File: src/common/pxm_cfg.svh
// constants for the port latch and expansion-mode block: offsets, reset values, field positions
// assumes an 8-bit cpu data path and a 16-bit address space
`ifndef PXM_CFG_SVH
`define PXM_CFG_SVH

// register addresses in the cpu address space
`define PXM_ADDR_EXP_MODE 16'hFFF8
`define PXM_ADDR_KEY_WAKE 16'hFFF6
`define PXM_ADDR_PORT4 16'hFF04
`define PXM_ADDR_PORT6 16'hFF06
`define PXM_ADDR_PORT6_DIR 16'hFF26

// reset values
`define PXM_RST_EXP_MODE 8'h10
`define PXM_RST_KEY_WAKE 8'h02
`define PXM_RST_LATCH 8'h00
`define PXM_RST_DIR 8'hFF
`define PXM_RST_BYTE 8'h00

// writable bits of the expansion-mode and key-wake registers
`define PXM_MASK_EXP_MODE 8'h37
`define PXM_MASK_KEY_WAKE 8'h03

// expansion-mode field positions
`define PXM_EXP_SEL_LSB 0
`define PXM_EXP_SEL_MSB 2
`define PXM_WAIT_SEL_LSB 4
`define PXM_WAIT_SEL_MSB 5

// key-wake field positions
`define PXM_KEY_FLAG_BIT 0
`define PXM_KEY_MASK_BIT 1

// port 6 upper pin positions used by the external bus
`define PXM_P6_RD_BIT 4
`define PXM_P6_WR_BIT 5
`define PXM_P6_WAIT_BIT 6
`define PXM_P6_STB_BIT 7
`define PXM_P6_BUS_PINS 8'hF0

// upper address line groups carried on port 5
`define PXM_P5_A8_11 8'h0F
`define PXM_P5_A8_13 8'h3F
`define PXM_P5_A8_15 8'hFF
`define PXM_P5_NONE 8'h00

// strobe base length, the strobe length for the one-wait setting, and the length that covers
// the wait pin's two synchroniser stages in external-wait mode
`define PXM_STROBE_BASE 2'h1
`define PXM_STROBE_ONE_WAIT 2'h2
`define PXM_STROBE_PIN_WAIT 2'h3

`endif

File: src/common/pxm_pkg.sv
// types shared by the port latch and expansion-mode block
// assumes pxm_cfg.svh supplies the numeric constants
package pxm_pkg;

  // expansion select codes
  typedef enum logic [2:0] {
    PXM_SEL_PORT_IN = 3'h0,
    PXM_SEL_PORT_OUT = 3'h1,
    PXM_SEL_BUS = 3'h3,
    PXM_SEL_4K = 3'h4,
    PXM_SEL_16K = 3'h5,
    PXM_SEL_FULL = 3'h7
  } pxm_exp_sel_t;

  // wait select codes
  typedef enum logic [1:0] {
    PXM_WAIT_NONE = 2'h0,
    PXM_WAIT_ONE = 2'h1,
    PXM_WAIT_BAD = 2'h2,
    PXM_WAIT_PIN = 2'h3
  } pxm_wait_sel_t;

  // one cpu memory-manipulation access
  typedef struct packed {
    logic [15:0] addr;
    logic [7:0] wdata;
    logic wr;
    logic rd;
    logic bit_op;
    logic [2:0] bit_sel;
    logic bit_val;
  } pxm_cpu_req_t;

  // one external bus access
  typedef struct packed {
    logic [15:0] addr;
    logic [7:0] wdata;
    logic wr;
  } pxm_ext_req_t;

endpackage

File: src/hw/pxm_port_ctrl.sv
// port 4/6 latches, expansion-mode register, key-wake logic and the external bus sequencer
// assumes a cpu issuing single-cycle memory-manipulation strobes on the same clock, and pins
// arriving asynchronously (synchronised here)
`include "pxm_cfg.svh"
`timescale 1ns/1ps
`default_nettype none

module pxm_port_ctrl (
  // clock and reset
  input wire logic clock,
  input wire logic reset_n,
  // cpu register access
  input wire pxm_pkg::pxm_cpu_req_t cpu_req,
  output logic [7:0] cpu_rdata,
  output logic cpu_rvalid,
  // cpu external access
  input wire logic ext_req_valid,
  input wire pxm_pkg::pxm_ext_req_t ext_req,
  input wire logic addr_internal,
  output logic ext_busy,
  output logic ext_done,
  output logic ext_refused,
  output logic [7:0] ext_rdata,
  // port 4 pins (muxed bus lines)
  input wire logic [7:0] port4_in,
  output logic [7:0] port4_out,
  output logic [7:0] port4_oe_n,
  // port 5 upper address lines
  output logic [7:0] upper_addr_lines,
  output logic [7:0] upper_addr_oe_n,
  // port 6 pins
  input wire logic [7:0] port6_in,
  output logic [7:0] port6_out,
  output logic [7:0] port6_oe_n,
  // standby release
  output logic key_wake_release
);

  // bus sequencer states
  typedef enum logic [2:0] {
    PXM_ST_IDLE,
    PXM_ST_ADDR,
    PXM_ST_STROBE,
    PXM_ST_DONE
  } pxm_state_t;

  // registers
  logic [7:0] exp_mode_reg, exp_mode_next; // expansion_mode_ctrl
  logic [7:0] key_wake_reg, key_wake_next; // key_wake_ctrl
  logic [7:0] p4_latch_reg, p4_latch_next; // port 4 output latch
  logic [7:0] p6_latch_reg, p6_latch_next; // port 6 output latch
  logic [7:0] p6_dir_reg, p6_dir_next; // port 6 direction, 1 = input
  // synchronisers: stage one is read only by stage two
  logic [7:0] p4_sync1_reg, p4_sync2_reg, p4_prev_reg;
  logic [7:0] p6_sync1_reg, p6_sync2_reg;
  // edge detection stays off until real pin samples reach the history stage;
  // the synchronisers reset high, so without this a low pin would look like a falling edge
  logic [2:0] p4_arm_reg;
  // bus sequencer
  pxm_state_t state_reg, state_next;
  pxm_pkg::pxm_ext_req_t bus_reg, bus_next; // captured external access
  logic [1:0] strobe_cnt_reg, strobe_cnt_next; // remaining strobe cycles
  logic [7:0] ext_rdata_next;

  // decoded mode fields
  wire [2:0] exp_sel = exp_mode_reg[`PXM_EXP_SEL_MSB:`PXM_EXP_SEL_LSB];
  wire [1:0] wait_sel = exp_mode_reg[`PXM_WAIT_SEL_MSB:`PXM_WAIT_SEL_LSB];
  wire bus_mode = exp_sel[1] | exp_sel[2];
  wire p4_output_mode = (exp_sel == pxm_pkg::PXM_SEL_PORT_OUT);
  wire wait_pin_mode = (wait_sel == pxm_pkg::PXM_WAIT_PIN);
  wire wait_pin_low = ~p6_sync2_reg[`PXM_P6_WAIT_BIT];

  // port 4 direction: all out or all in, the latch only matters outside bus mode
  // a change of direction reaches the pins one cycle after the mode write
  wire [7:0] p4_dir = p4_output_mode ? 8'h00 : 8'hFF;

  // value the cpu sees at an address; also the base of a bit operation
  function automatic logic [7:0] read_value(input logic [15:0] a);
    case (a)
      `PXM_ADDR_EXP_MODE: read_value = exp_mode_reg & `PXM_MASK_EXP_MODE;
      `PXM_ADDR_KEY_WAKE: read_value = key_wake_reg & `PXM_MASK_KEY_WAKE;
      // input pins read the pin, output pins the latch
      `PXM_ADDR_PORT4: read_value = (p4_sync2_reg & p4_dir) | (p4_latch_reg & ~p4_dir);
      `PXM_ADDR_PORT6: read_value = (p6_sync2_reg & p6_dir_reg) | (p6_latch_reg & ~p6_dir_reg);
      `PXM_ADDR_PORT6_DIR: read_value = p6_dir_reg;
      default: read_value = `PXM_RST_BYTE;
    endcase
  endfunction

  // write byte: a bit operation rewrites the whole 8-bit unit it read
  // so latch bits of input pins pick up the pin level, i.e. are not preserved
  wire [7:0] base_value = read_value(cpu_req.addr);
  wire [7:0] bit_mask = 8'h01 << cpu_req.bit_sel;
  wire [7:0] bit_result = cpu_req.bit_val ? (base_value | bit_mask) : (base_value & ~bit_mask);
  wire [7:0] wr_byte = cpu_req.bit_op ? bit_result : cpu_req.wdata;

  // write strobes per register
  wire wr_exp = cpu_req.wr & (cpu_req.addr == `PXM_ADDR_EXP_MODE);
  wire wr_key = cpu_req.wr & (cpu_req.addr == `PXM_ADDR_KEY_WAKE);
  wire wr_p4 = cpu_req.wr & (cpu_req.addr == `PXM_ADDR_PORT4);
  wire wr_p6 = cpu_req.wr & (cpu_req.addr == `PXM_ADDR_PORT6);
  wire wr_p6d = cpu_req.wr & (cpu_req.addr == `PXM_ADDR_PORT6_DIR);

  // any falling edge on port 4 pins, taken from settled samples once armed
  wire key_armed = &p4_arm_reg;
  wire key_edge = key_armed & (|(p4_prev_reg & ~p4_sync2_reg));

  // register next values
  always_comb begin
    // a bit operation arrives here already merged with the value it read
    // illegal codes are stored as written; software keeps them out
    exp_mode_next = wr_exp ? (wr_byte & `PXM_MASK_EXP_MODE) : exp_mode_reg;
    // latches change only on a write, whatever the direction
    p4_latch_next = wr_p4 ? wr_byte : p4_latch_reg;
    p6_latch_next = wr_p6 ? wr_byte : p6_latch_reg;
    p6_dir_next = wr_p6d ? wr_byte : p6_dir_reg;
    key_wake_next = wr_key ? (wr_byte & `PXM_MASK_KEY_WAKE) : key_wake_reg;
    // an edge in the clearing cycle wins; nothing else clears the flag
    if (key_edge) begin
      key_wake_next[`PXM_KEY_FLAG_BIT] = 1'b1;
    end
  end

  // external window: which areas leave the chip in each mode
  // internal areas never leave the chip, even in full-address mode
  wire ext_allowed = bus_mode & ~addr_internal;

  // bus sequencer next state
  always_comb begin
    state_next = state_reg;
    bus_next = bus_reg;
    strobe_cnt_next = strobe_cnt_reg;
    ext_rdata_next = ext_rdata;
    case (state_reg)
      PXM_ST_IDLE: begin
        // a refused request leaves the sequencer untouched; the refusal flag reports it
        if (ext_req_valid & ext_allowed) begin
          state_next = PXM_ST_ADDR;
          bus_next = ext_req;
        end
      end
      PXM_ST_ADDR: begin
        state_next = PXM_ST_STROBE;
        if (wait_pin_mode) begin
          // the wait pin reaches the sequencer through two flip-flops, so the strobe runs
          // long enough for a responder's wait to arrive before it is sampled
          strobe_cnt_next = `PXM_STROBE_PIN_WAIT;
        end else begin
          // one-wait adds a cycle; the prohibited code behaves as none
          strobe_cnt_next = (wait_sel == pxm_pkg::PXM_WAIT_ONE) ? `PXM_STROBE_ONE_WAIT
                                                                : `PXM_STROBE_BASE;
        end
      end
      PXM_ST_STROBE: begin
        if (strobe_cnt_reg > `PXM_STROBE_BASE) begin
          strobe_cnt_next = strobe_cnt_reg - `PXM_STROBE_BASE;
        end else if (wait_pin_mode & wait_pin_low) begin
          // stretched for as long as the wait pin is held low
          strobe_cnt_next = strobe_cnt_reg;
        end else begin
          state_next = PXM_ST_DONE;
          // read data is the synchronised bus and lags the pins by two cycles;
          // only the external-wait strobe, three cycles or longer, gives a responder's data time to arrive
          ext_rdata_next = p4_sync2_reg;
        end
      end
      PXM_ST_DONE: begin
        // one cycle at idle levels keeps the strobes of two accesses apart
        state_next = PXM_ST_IDLE;
      end
      default: begin
        state_next = PXM_ST_IDLE;
      end
    endcase
  end

  // pin drive values, all registered
  logic [7:0] p4_out_next, p4_oe_n_next, p5_out_next, p5_oe_n_next, p6_out_next, p6_oe_n_next;
  logic [7:0] p5_group;
  wire in_addr = (state_next == PXM_ST_ADDR);
  wire in_strobe = (state_next == PXM_ST_STROBE);

  // upper address group for the selected mode
  always_comb begin
    case (exp_sel)
      pxm_pkg::PXM_SEL_4K: p5_group = `PXM_P5_A8_11;
      pxm_pkg::PXM_SEL_16K: p5_group = `PXM_P5_A8_13;
      pxm_pkg::PXM_SEL_FULL: p5_group = `PXM_P5_A8_15;
      default: p5_group = `PXM_P5_NONE;
    endcase
  end

  // pin outputs; an enable low means the pin is driven
  always_comb begin
    // port mode: latch drives only output pins
    p4_out_next = p4_latch_next;
    p4_oe_n_next = p4_dir;
    if (bus_mode) begin
      // address during the strobe phase of the latch, write data after
      p4_out_next = in_addr ? bus_next.addr[7:0] : bus_next.wdata;
      p4_oe_n_next = (in_addr | (in_strobe & bus_next.wr)) ? 8'h00 : 8'hFF;
    end
    // upper lines follow the captured access; groups outside the mode stay undriven
    p5_out_next = bus_next.addr[15:8] & p5_group;
    p5_oe_n_next = ~p5_group;
    // low pins always follow their own latch and direction
    p6_out_next = p6_latch_next;
    p6_oe_n_next = p6_dir_next;
    if (bus_mode) begin
      // strobes active low, latch strobe active high
      p6_out_next[`PXM_P6_RD_BIT] = ~(in_strobe & ~bus_next.wr);
      p6_out_next[`PXM_P6_WR_BIT] = ~(in_strobe & bus_next.wr);
      p6_out_next[`PXM_P6_STB_BIT] = in_addr;
      p6_oe_n_next = p6_dir_next & ~`PXM_P6_BUS_PINS;
      p6_oe_n_next[`PXM_P6_WAIT_BIT] = 1'b1;
      // without external wait the wait pin is free for port use
      if (!wait_pin_mode) begin
        p6_out_next[`PXM_P6_WAIT_BIT] = p6_latch_next[`PXM_P6_WAIT_BIT];
        p6_oe_n_next[`PXM_P6_WAIT_BIT] = p6_dir_next[`PXM_P6_WAIT_BIT];
      end
    end
  end

  // control registers
  always_ff @(posedge clock or negedge reset_n) begin
    if (!reset_n) begin
      // single-chip with port 4 as input until software chooses otherwise
      exp_mode_reg <= `PXM_RST_EXP_MODE;
      key_wake_reg <= `PXM_RST_KEY_WAKE;
      p4_latch_reg <= `PXM_RST_LATCH;
      p6_latch_reg <= `PXM_RST_LATCH;
      p6_dir_reg <= `PXM_RST_DIR;
    end else begin
      exp_mode_reg <= exp_mode_next;
      key_wake_reg <= key_wake_next;
      p4_latch_reg <= p4_latch_next;
      p6_latch_reg <= p6_latch_next;
      p6_dir_reg <= p6_dir_next;
    end
  end

  // pin synchronisers and edge history
  always_ff @(posedge clock or negedge reset_n) begin
    if (!reset_n) begin
      p4_sync1_reg <= `PXM_RST_DIR;
      p4_sync2_reg <= `PXM_RST_DIR;
      p4_prev_reg <= `PXM_RST_DIR;
      p6_sync1_reg <= `PXM_RST_DIR;
      p6_sync2_reg <= `PXM_RST_DIR;
      p4_arm_reg <= '0;
    end else begin
      p4_sync1_reg <= port4_in;
      p4_sync2_reg <= p4_sync1_reg;
      p4_prev_reg <= p4_sync2_reg;
      p6_sync1_reg <= port6_in;
      p6_sync2_reg <= p6_sync1_reg;
      // arming shifts in ones and then stays set
      p4_arm_reg <= {p4_arm_reg[1:0], 1'b1};
    end
  end

  // bus sequencer registers
  always_ff @(posedge clock or negedge reset_n) begin
    if (!reset_n) begin
      state_reg <= PXM_ST_IDLE;
      bus_reg <= '0;
      // the counter rests at its base length between accesses
      strobe_cnt_reg <= `PXM_STROBE_BASE;
      ext_rdata <= `PXM_RST_BYTE;
    end else begin
      state_reg <= state_next;
      bus_reg <= bus_next;
      strobe_cnt_reg <= strobe_cnt_next;
      ext_rdata <= ext_rdata_next;
    end
  end

  // cpu answers and bus status
  always_ff @(posedge clock or negedge reset_n) begin
    if (!reset_n) begin
      cpu_rdata <= `PXM_RST_BYTE;
      cpu_rvalid <= 1'b0;
      ext_busy <= 1'b0;
      ext_done <= 1'b0;
      ext_refused <= 1'b0;
    end else begin
      // a read answer stands one cycle; the data holds until the next read
      cpu_rdata <= cpu_req.rd ? base_value : cpu_rdata;
      cpu_rvalid <= cpu_req.rd;
      ext_busy <= (state_next != PXM_ST_IDLE);
      ext_done <= (state_next == PXM_ST_DONE);
      // requests outside the external window, or while busy, are dropped
      ext_refused <= ext_req_valid & ((state_reg != PXM_ST_IDLE) | ~ext_allowed);
    end
  end

  // pin registers; port 6 resets to inputs, port 4 to inputs per the reset mode
  always_ff @(posedge clock or negedge reset_n) begin
    if (!reset_n) begin
      port4_out <= `PXM_RST_LATCH;
      port4_oe_n <= `PXM_RST_DIR;
      upper_addr_lines <= `PXM_RST_LATCH;
      upper_addr_oe_n <= `PXM_RST_DIR;
      port6_out <= `PXM_RST_LATCH;
      port6_oe_n <= `PXM_RST_DIR;
      key_wake_release <= 1'b0;
    end else begin
      port4_out <= p4_out_next;
      port4_oe_n <= p4_oe_n_next;
      upper_addr_lines <= p5_out_next;
      upper_addr_oe_n <= p5_oe_n_next;
      port6_out <= p6_out_next;
      port6_oe_n <= p6_oe_n_next;
      // release held while the flag is set and not masked
      key_wake_release <= key_wake_next[`PXM_KEY_FLAG_BIT] & ~key_wake_next[`PXM_KEY_MASK_BIT];
    end
  end

endmodule

`default_nettype wire

File: config.mk
export PLATFORM = sky130hd
export DESIGN_NAME = pxm_port_ctrl
export DESIGN_NICKNAME = d
export VERILOG_FILES = /design/src/common/pxm_pkg.sv /design/src/hw/pxm_port_ctrl.sv
export VERILOG_INCLUDE_DIRS = /design/src /design/src/common
export SDC_FILE = /design/constraint.sdc
export NUM_CORES = 1
export LEC_CHECK = 0
export BUFFER_PORTS_ARGS = -buffer_cell sky130_fd_sc_hd__buf_4
export CORE_MARGIN = 1
export CORE_UTILIZATION = 30
export CTS_CLUSTER_DIAMETER = 50
export DETAILED_ROUTE_END_ITERATION = 8
export PLACE_DENSITY = 0.58
export SYNTH_ARGS = -nofsm -noshare
export SYNTH_HDL_FRONTEND = slang
export SYNTH_SLANG_ARGS = --single-unit
File: constraint.sdc
create_clock -name clock -period 1.91 [get_ports clock]
set_input_delay 0.191 -clock clock [delete_from_list [all_inputs] [get_ports clock]]
set_output_delay 0.191 -clock clock [all_outputs]
set_load 0.1 [all_outputs]
### Word-level counts from Yosys, hierarchy flattened

Cells that the tools add are included.

* output and inout port bits: 69
* register bits after elaboration: 173
* input port bits: 76
* word-level logic and storage cells: 124

* muxes and demuxes: 27
* $lt $le $gt $ge: 1
* shift operators: 1
* equality and inequality tests: 17
* reductions and logical operators: 8
* add/subtract/negate cells: 1
* bitwise operators: 40

Operator list (number)
* 8-bit 2-to-1 mux: 11
* 16-bit == test (second input constant): 5
* 8-bit bitwise AND: 7
* 25-bit 2-to-1 mux: 2
* 8-bit inverter: 5
* 8-bit one-hot mux with 5 select lines: 1
* 8-bit bitwise OR: 3
* 8-bit one-hot mux with 3 select lines: 1
* 1-bit bitwise AND: 13
* 3-bit by 1-bit == test with 1-bit output (second input constant): 3
* 3-bit by 2-bit == test with 1-bit output (second input constant): 3
* 3-bit == test (second input constant): 3
* 3-bit 2-to-1 mux: 3
* 1-bit inverter: 9
* 3-bit one-hot mux with 3 select lines: 1
* 2-bit 2-to-1 mux: 4
* 8-bit OR reduction: 1
* 1-bit by 3-bit left shift with 8-bit output (first input constant): 1
* 3-bit AND reduction: 2
* 3-bit nonzero test: 2
* 4-bit 2-to-1 mux: 1
* 2-bit one-hot mux with 2 select lines: 1
* 3-bit zero test: 1
* 1-bit bitwise OR: 3
* 8 further kinds: 9

### Logic depth before layout (Yosys ltp)

* depth after elaboration: 12
* depth in mapped cells: 9

### Least setup slack after synthesis

No wires, ideal clock.

* path type: reg2reg
* start point: register exp_mode_reg[2]
* end point: register port6_out[4]
* data required time: 1765 ps
* data arrival time: 1908 ps
* path slack: -143 ps
* stages on the path, launching flop included: 9
* setup time: 145 ps
* cells stage by stage: dfrtp_1 > clkbuf_1 > nor3b_1 > buf_2 > mux2i_1 > nor3_1 > a2111o_1 > o21ai_0 > a32oi_1

* longest elaborated chain between the ends: 11

Ends and longest elaborated chain
* from (decl): RTL line pxm_port_ctrl.sv:48 `logic [7:0] exp_mode_reg, exp_mode_next;`
* from (signal assigned): RTL line pxm_port_ctrl.sv:228 `` exp_mode_reg <= `PXM_RST_EXP_MODE; ``
* from (signal assigned): RTL line pxm_port_ctrl.sv:234 `exp_mode_reg <= exp_mode_next;`
* 3-bit by 1-bit == test with 1-bit output: RTL line pxm_port_ctrl.sv:69 `wire p4_output_mode = (exp_sel == pxm_pkg::PXM_SEL_PORT_OUT);`
* 8-bit 2-to-1 mux: RTL line pxm_port_ctrl.sv:75 `wire [7:0] p4_dir = p4_output_mode ? 8'h00 : 8'hFF;`
* 8-bit inverter: RTL line pxm_port_ctrl.sv:83 `` `PXM_ADDR_PORT4: read_value = (p4_sync2_reg & p4_dir) | (p4_latch_reg & ~p4_dir); ``
* 8-bit bitwise AND: RTL line pxm_port_ctrl.sv:83
* 8-bit bitwise OR: RTL line pxm_port_ctrl.sv:83
* 8-bit one-hot mux with 5 select lines: RTL line pxm_port_ctrl.sv:79 `case (a)`
* 8-bit bitwise AND / 8-bit bitwise OR (equally long branches): RTL line pxm_port_ctrl.sv:94 `wire [7:0] bit_result = cpu_req.bit_val ? (base_value | bit_mask) : (base_value & ~bit_mask);`
* 8-bit 2-to-1 mux: RTL line pxm_port_ctrl.sv:94
* 8-bit 2-to-1 mux: RTL line pxm_port_ctrl.sv:95 `wire [7:0] wr_byte = cpu_req.bit_op ? bit_result : cpu_req.wdata;`
* 8-bit 2-to-1 mux: RTL line pxm_port_ctrl.sv:115 `p6_latch_next = wr_p6 ? wr_byte : p6_latch_reg;`
* 4-bit 2-to-1 mux (*): RTL line pxm_port_ctrl.sv:209 `if (bus_mode) begin`
* net p6_out_next[4]: RTL line pxm_port_ctrl.sv:178 `logic [7:0] p4_out_next, p4_oe_n_next, p5_out_next, p5_oe_n_next, p6_out_next, p6_oe_n_next;`
* to (signal assigned): RTL line pxm_port_ctrl.sv:304 `` port6_out <= `PXM_RST_LATCH; ``
* to (signal assigned): RTL line pxm_port_ctrl.sv:312 `port6_out <= p6_out_next;`
* to (decl): RTL line pxm_port_ctrl.sv:33 `output logic [7:0] port6_out,`

Mark *: on every way through the listed nets, which the timed path passes. The rest lies on a longest branch.
A chain may end at the register's enable or synchronous reset.

### Worst setup path in the final report

* start point: register exp_mode_reg[1]
* end point: register port4_out[4]

* longest elaborated chain between the ends: 11

Ends and longest elaborated chain
* 3-bit by 1-bit == test with 1-bit output: RTL line pxm_port_ctrl.sv:69
* 8-bit 2-to-1 mux: RTL line pxm_port_ctrl.sv:75
* 8-bit inverter: RTL line pxm_port_ctrl.sv:83
* 8-bit bitwise AND: RTL line pxm_port_ctrl.sv:83
* 8-bit bitwise OR: RTL line pxm_port_ctrl.sv:83
* 8-bit one-hot mux with 5 select lines: RTL line pxm_port_ctrl.sv:79
* 8-bit bitwise AND / 8-bit bitwise OR (equally long branches): RTL line pxm_port_ctrl.sv:94
* 8-bit 2-to-1 mux: RTL line pxm_port_ctrl.sv:94
* 8-bit 2-to-1 mux: RTL line pxm_port_ctrl.sv:95
* 8-bit 2-to-1 mux: RTL line pxm_port_ctrl.sv:114 `p4_latch_next = wr_p4 ? wr_byte : p4_latch_reg;`
* 8-bit 2-to-1 mux (*): RTL line pxm_port_ctrl.sv:198 `if (bus_mode) begin`
* net p4_out_next[4]: RTL line pxm_port_ctrl.sv:178
* to (signal assigned): RTL line pxm_port_ctrl.sv:300 `` port4_out <= `PXM_RST_LATCH; ``
* to (signal assigned): RTL line pxm_port_ctrl.sv:308 `port4_out <= p4_out_next;`
* to (decl): RTL line pxm_port_ctrl.sv:26 `output logic [7:0] port4_out,`

Marked as above.

==> qor.yml <==
place_hpwl_um: 12670
n_fill_cell: 1868
synth_cell_type_count: 59
power_per_cell_area_nw_per_um2: 991.7
number_of_core_rows: 51
syn_nets: 652
synthCells: 575
die_area_um2: 20590
cellLeakagePower_nw: 4.168
dr.first_iter.drc_count: 196
yosysSeqAreaShare_pct: 61.23
final_core_utilization_pct: 46.47
violations_in_the_final_reports: "setup timing"
final_cells: 1092
worst_pin_slew_ns: 0.6811
layout_commonest_cell: "sky130_fd_sc_hd__buf_4"
share_clk_of_total_power_pct: 34.3
fin_worst_skew_ns: 0.009870
routed-via-count: 5063
core_region_area_um2: 19530
seqPwrFrac_pct: 39.5
final-setup-viol-count: 28
final.setup.tns_ns: -1.581
largest_register_ff_count: 17
share_comb_of_total_power_pct: 26.2
grt_pass1_wl_um: 27360
timing_hold_violations_final: 0
path_cells: "nor3b_2, buf_4, buf_8, mux2i_2, nor3_2, a2111o_1, o211ai_1, a31oi_1"
postSynth.topFlopCell: "sky130_fd_sc_hd__dfrtp_1"
die_h_um: 143.5
area_growth_pct: 51.08
synth_area_per_cell_um2: 10.44
run_status: "finished with violations"
layout_net_count: 891
cts.htree.levels: 4
timing.critical_path.from_type: "flop"
cells_after_dpl: 1010
tritoncts: "built"
p_sw_mw: 3.162
buffer_ports.inserted: 144
cts.sink_count: 144
fin_ws_ns: -0.1483
firstDrtPassIters: 4
power_switching_share_pct: 35.14
routed_wire_length_per_instance_um: 15.87
slew-limit-headroom_pct: 54.11
irDropWorstVdd_mv: 0.6823
worstHoldPathType: "input port to flop"
grt_util_overall_pct: 17.96
number_of_antenna_violations_at_the_first_check_in_global_routing: 0
antennaDiodeCount: 0
max_stage_delay_ns: 0.44
clkSlewWorstSetupHoldPaths_ns: 0.06
multiInputGateArea_um2: 2290
initial_core_util_pct: 30.76
hold_slack_ns: 0.01260
cts-buffers-inserted: 17
synth_enable_flop_cells: 0
layout_min_cycle_time_ns: 2.058
largest_net_degree_at_the_start_of_global_routing: 50
async_set_or_reset_register_ratio_after_synthesis_pct: 100.0
path_max_fanout: 6
critical_path_required_ns: 2.20
die_w_um: 143.5
cp-end-kind: "flop"
clock.fmax_mhz: 485.8
final_worst_path_cycle_share_pct: 107.8
max-clock-path-buffers: 2
number_of_global_route_vias_before_repair: 5080
ioPinCount: 145
postRouteWirelength_um: 17330
design_internal_power_mw: 5.837
drive_above_1_share_pct: 44.74
final_antenna_net_count: 0
gpl.final_weighted_congestion: 0.8483
seqCellArea_um2: 3677
clk_root_buffer_cell: "sky130_fd_sc_hd__clkbuf_16"
number_of_vias_per_cell: 4.636
yosysWarnings: 0
synthesis.area_um2: 6006
cpMaxStageDelayCell: "sky130_fd_sc_hd__a2111o_1"
worstSkewPairLatency_ns: 0.42
drv_cap: 0
worstPathArrival_ns: 2.35
grt_setup_unrepaired: "yes"
worst-setup-path-type: "flop to flop"
remaining_drc_errors: 0
globalRoute.totalOverflow: 0
p_total_mw: 8.999
ys_ff_latch: 144
mostFrequentLayoutCells: "218 x sky130_fd_sc_hd__buf_4, 136 x sky130_fd_sc_hd__nand2_1, 85 x sky130_fd_sc_hd__dfrtp_1, 59 x sky130_fd_sc_hd__dfstp_2, 34 x sky130_fd_sc_hd__dlygate4sd3_1"
final-max-slew-violation-count: 0
cell usage after synthesis (3+ instances only):
| cell | instances | share of area [%] |
|---|---|---|
| sky130_fd_sc_hd__a211oi_1 | 3 | 0.37 |
| sky130_fd_sc_hd__a21oi_1 | 27 | 2.3 |
| sky130_fd_sc_hd__a31oi_1 | 13 | 1.4 |
| sky130_fd_sc_hd__and3_1 | 5 | 0.52 |
| sky130_fd_sc_hd__buf_2 | 3 | 0.25 |
| sky130_fd_sc_hd__buf_4 | 21 | 2.6 |
| sky130_fd_sc_hd__clkbuf_1 | 21 | 1.3 |
| sky130_fd_sc_hd__dfrtp_1 | 85 | 35 |
| sky130_fd_sc_hd__dfstp_2 | 59 | 26 |
| sky130_fd_sc_hd__inv_1 | 9 | 0.56 |
| sky130_fd_sc_hd__mux2_2 | 7 | 1.3 |
| sky130_fd_sc_hd__mux2i_1 | 10 | 1.7 |
| sky130_fd_sc_hd__nand2_1 | 136 | 8.5 |
| sky130_fd_sc_hd__nand2b_1 | 11 | 1.1 |
| sky130_fd_sc_hd__nand3_1 | 13 | 1.1 |
| sky130_fd_sc_hd__nand4_1 | 5 | 0.52 |
| sky130_fd_sc_hd__nor2_1 | 29 | 1.8 |
| sky130_fd_sc_hd__nor2b_1 | 3 | 0.31 |
| sky130_fd_sc_hd__nor3_1 | 9 | 0.75 |
| sky130_fd_sc_hd__nor4_1 | 4 | 0.42 |
| sky130_fd_sc_hd__o2111ai_1 | 3 | 0.44 |
| sky130_fd_sc_hd__o211ai_1 | 6 | 0.75 |
| sky130_fd_sc_hd__o21a_1 | 4 | 0.50 |
| sky130_fd_sc_hd__o21ai_0 | 31 | 2.6 |
| sky130_fd_sc_hd__o21ai_1 | 5 | 0.42 |
| sky130_fd_sc_hd__o31ai_1 | 5 | 0.63 |
| sky130_fd_sc_hd__or3_1 | 6 | 0.63 |
worst max-delay path: cells and delay by family (launching register included):
family	cells	cell delay (ns)
buffers and inverters	2	0.26
DFF	1	0.38
muxes	1	0.22
and+or+nand+nor	2	0.24
AOI/OAI and AO/OA	3	0.82
timing repair:
action	4_1_cts	5_1_grt
hold buffers	34	0
setup endpoints to repair	45	40
gates resized for setup	29	35
buffers inserted	7	9
pin swaps	15	16
hold endpoints to repair	50	0
layer usage:
layer	track usage, %	wire length [µm]	vias up
met2	29.41	8515	151
met1	23.30	7747	2442
met5	0	0	-
met4	6.271	199	0
li1	-	-	2456
met3	4.032	869	14
cell type report:
type	instances	area share (%)
flip-flops and latches	144	40.53
multi-input cells	375	25.23
repair buffers	266	24.15
clock buffers	22	5.006
well taps	265	3.654
clock inverters	10	1.020
inverters	10	0.4137
worst paths after layout:
check | to | cells after the start | slack, ns | startpoint
setup / recovery | port4_out[4] | 8 | -0.15 | exp_mode_reg[1]
hold / removal | bus_reg[0] | 3 | 0.01 | ext_req[0]
setup reg to reg | port4_out[4] | 8 | -0.15 | exp_mode_reg[1]
hold reg to reg | p4_sync2_reg[1] | 0 | 0.35 | p4_sync1_reg[1]
max in group asynchronous | p6_sync2_reg[6] | 3 | 0.99 | reset_n
min in group asynchronous | port6_out[0] | 2 | 0.29 | reset_n
through the flow:
step / instance area [µm²] / worst slack (ns)
after global placement: 7781 / -0.3810
after CTS: 8841 / -0.1293
final: 9074 / -0.1483
after global routing: 9074 / -0.2459
after detailed placement: 7781 / -0.3674
after floorplan: 6043 / -0.02003
power groups by stage:
stage,clock (mW),sequential (mW),combinational [mW]
finish,3.09,3.56,2.36
global route,3.31,3.59,2.49
CTS,3.18,3.56,2.35
detailed placement,0,3.61,2.28
global placement,0,3.61,2.26
floorplan,0,4.65,0.540
kinds of logic after synthesis:
logic type               share of synthesized area (%)
buffers and inverters                            5.000
adder cells (fa/ha/maj)                         0.2083
AO/OA/AOI/OAI                                    12.71
flip-flops                                       61.23
AND/OR/NAND/NOR                                  17.75
multiplexers                                     2.979
other                                           0.1250
(Power assumes the default switching activity.)
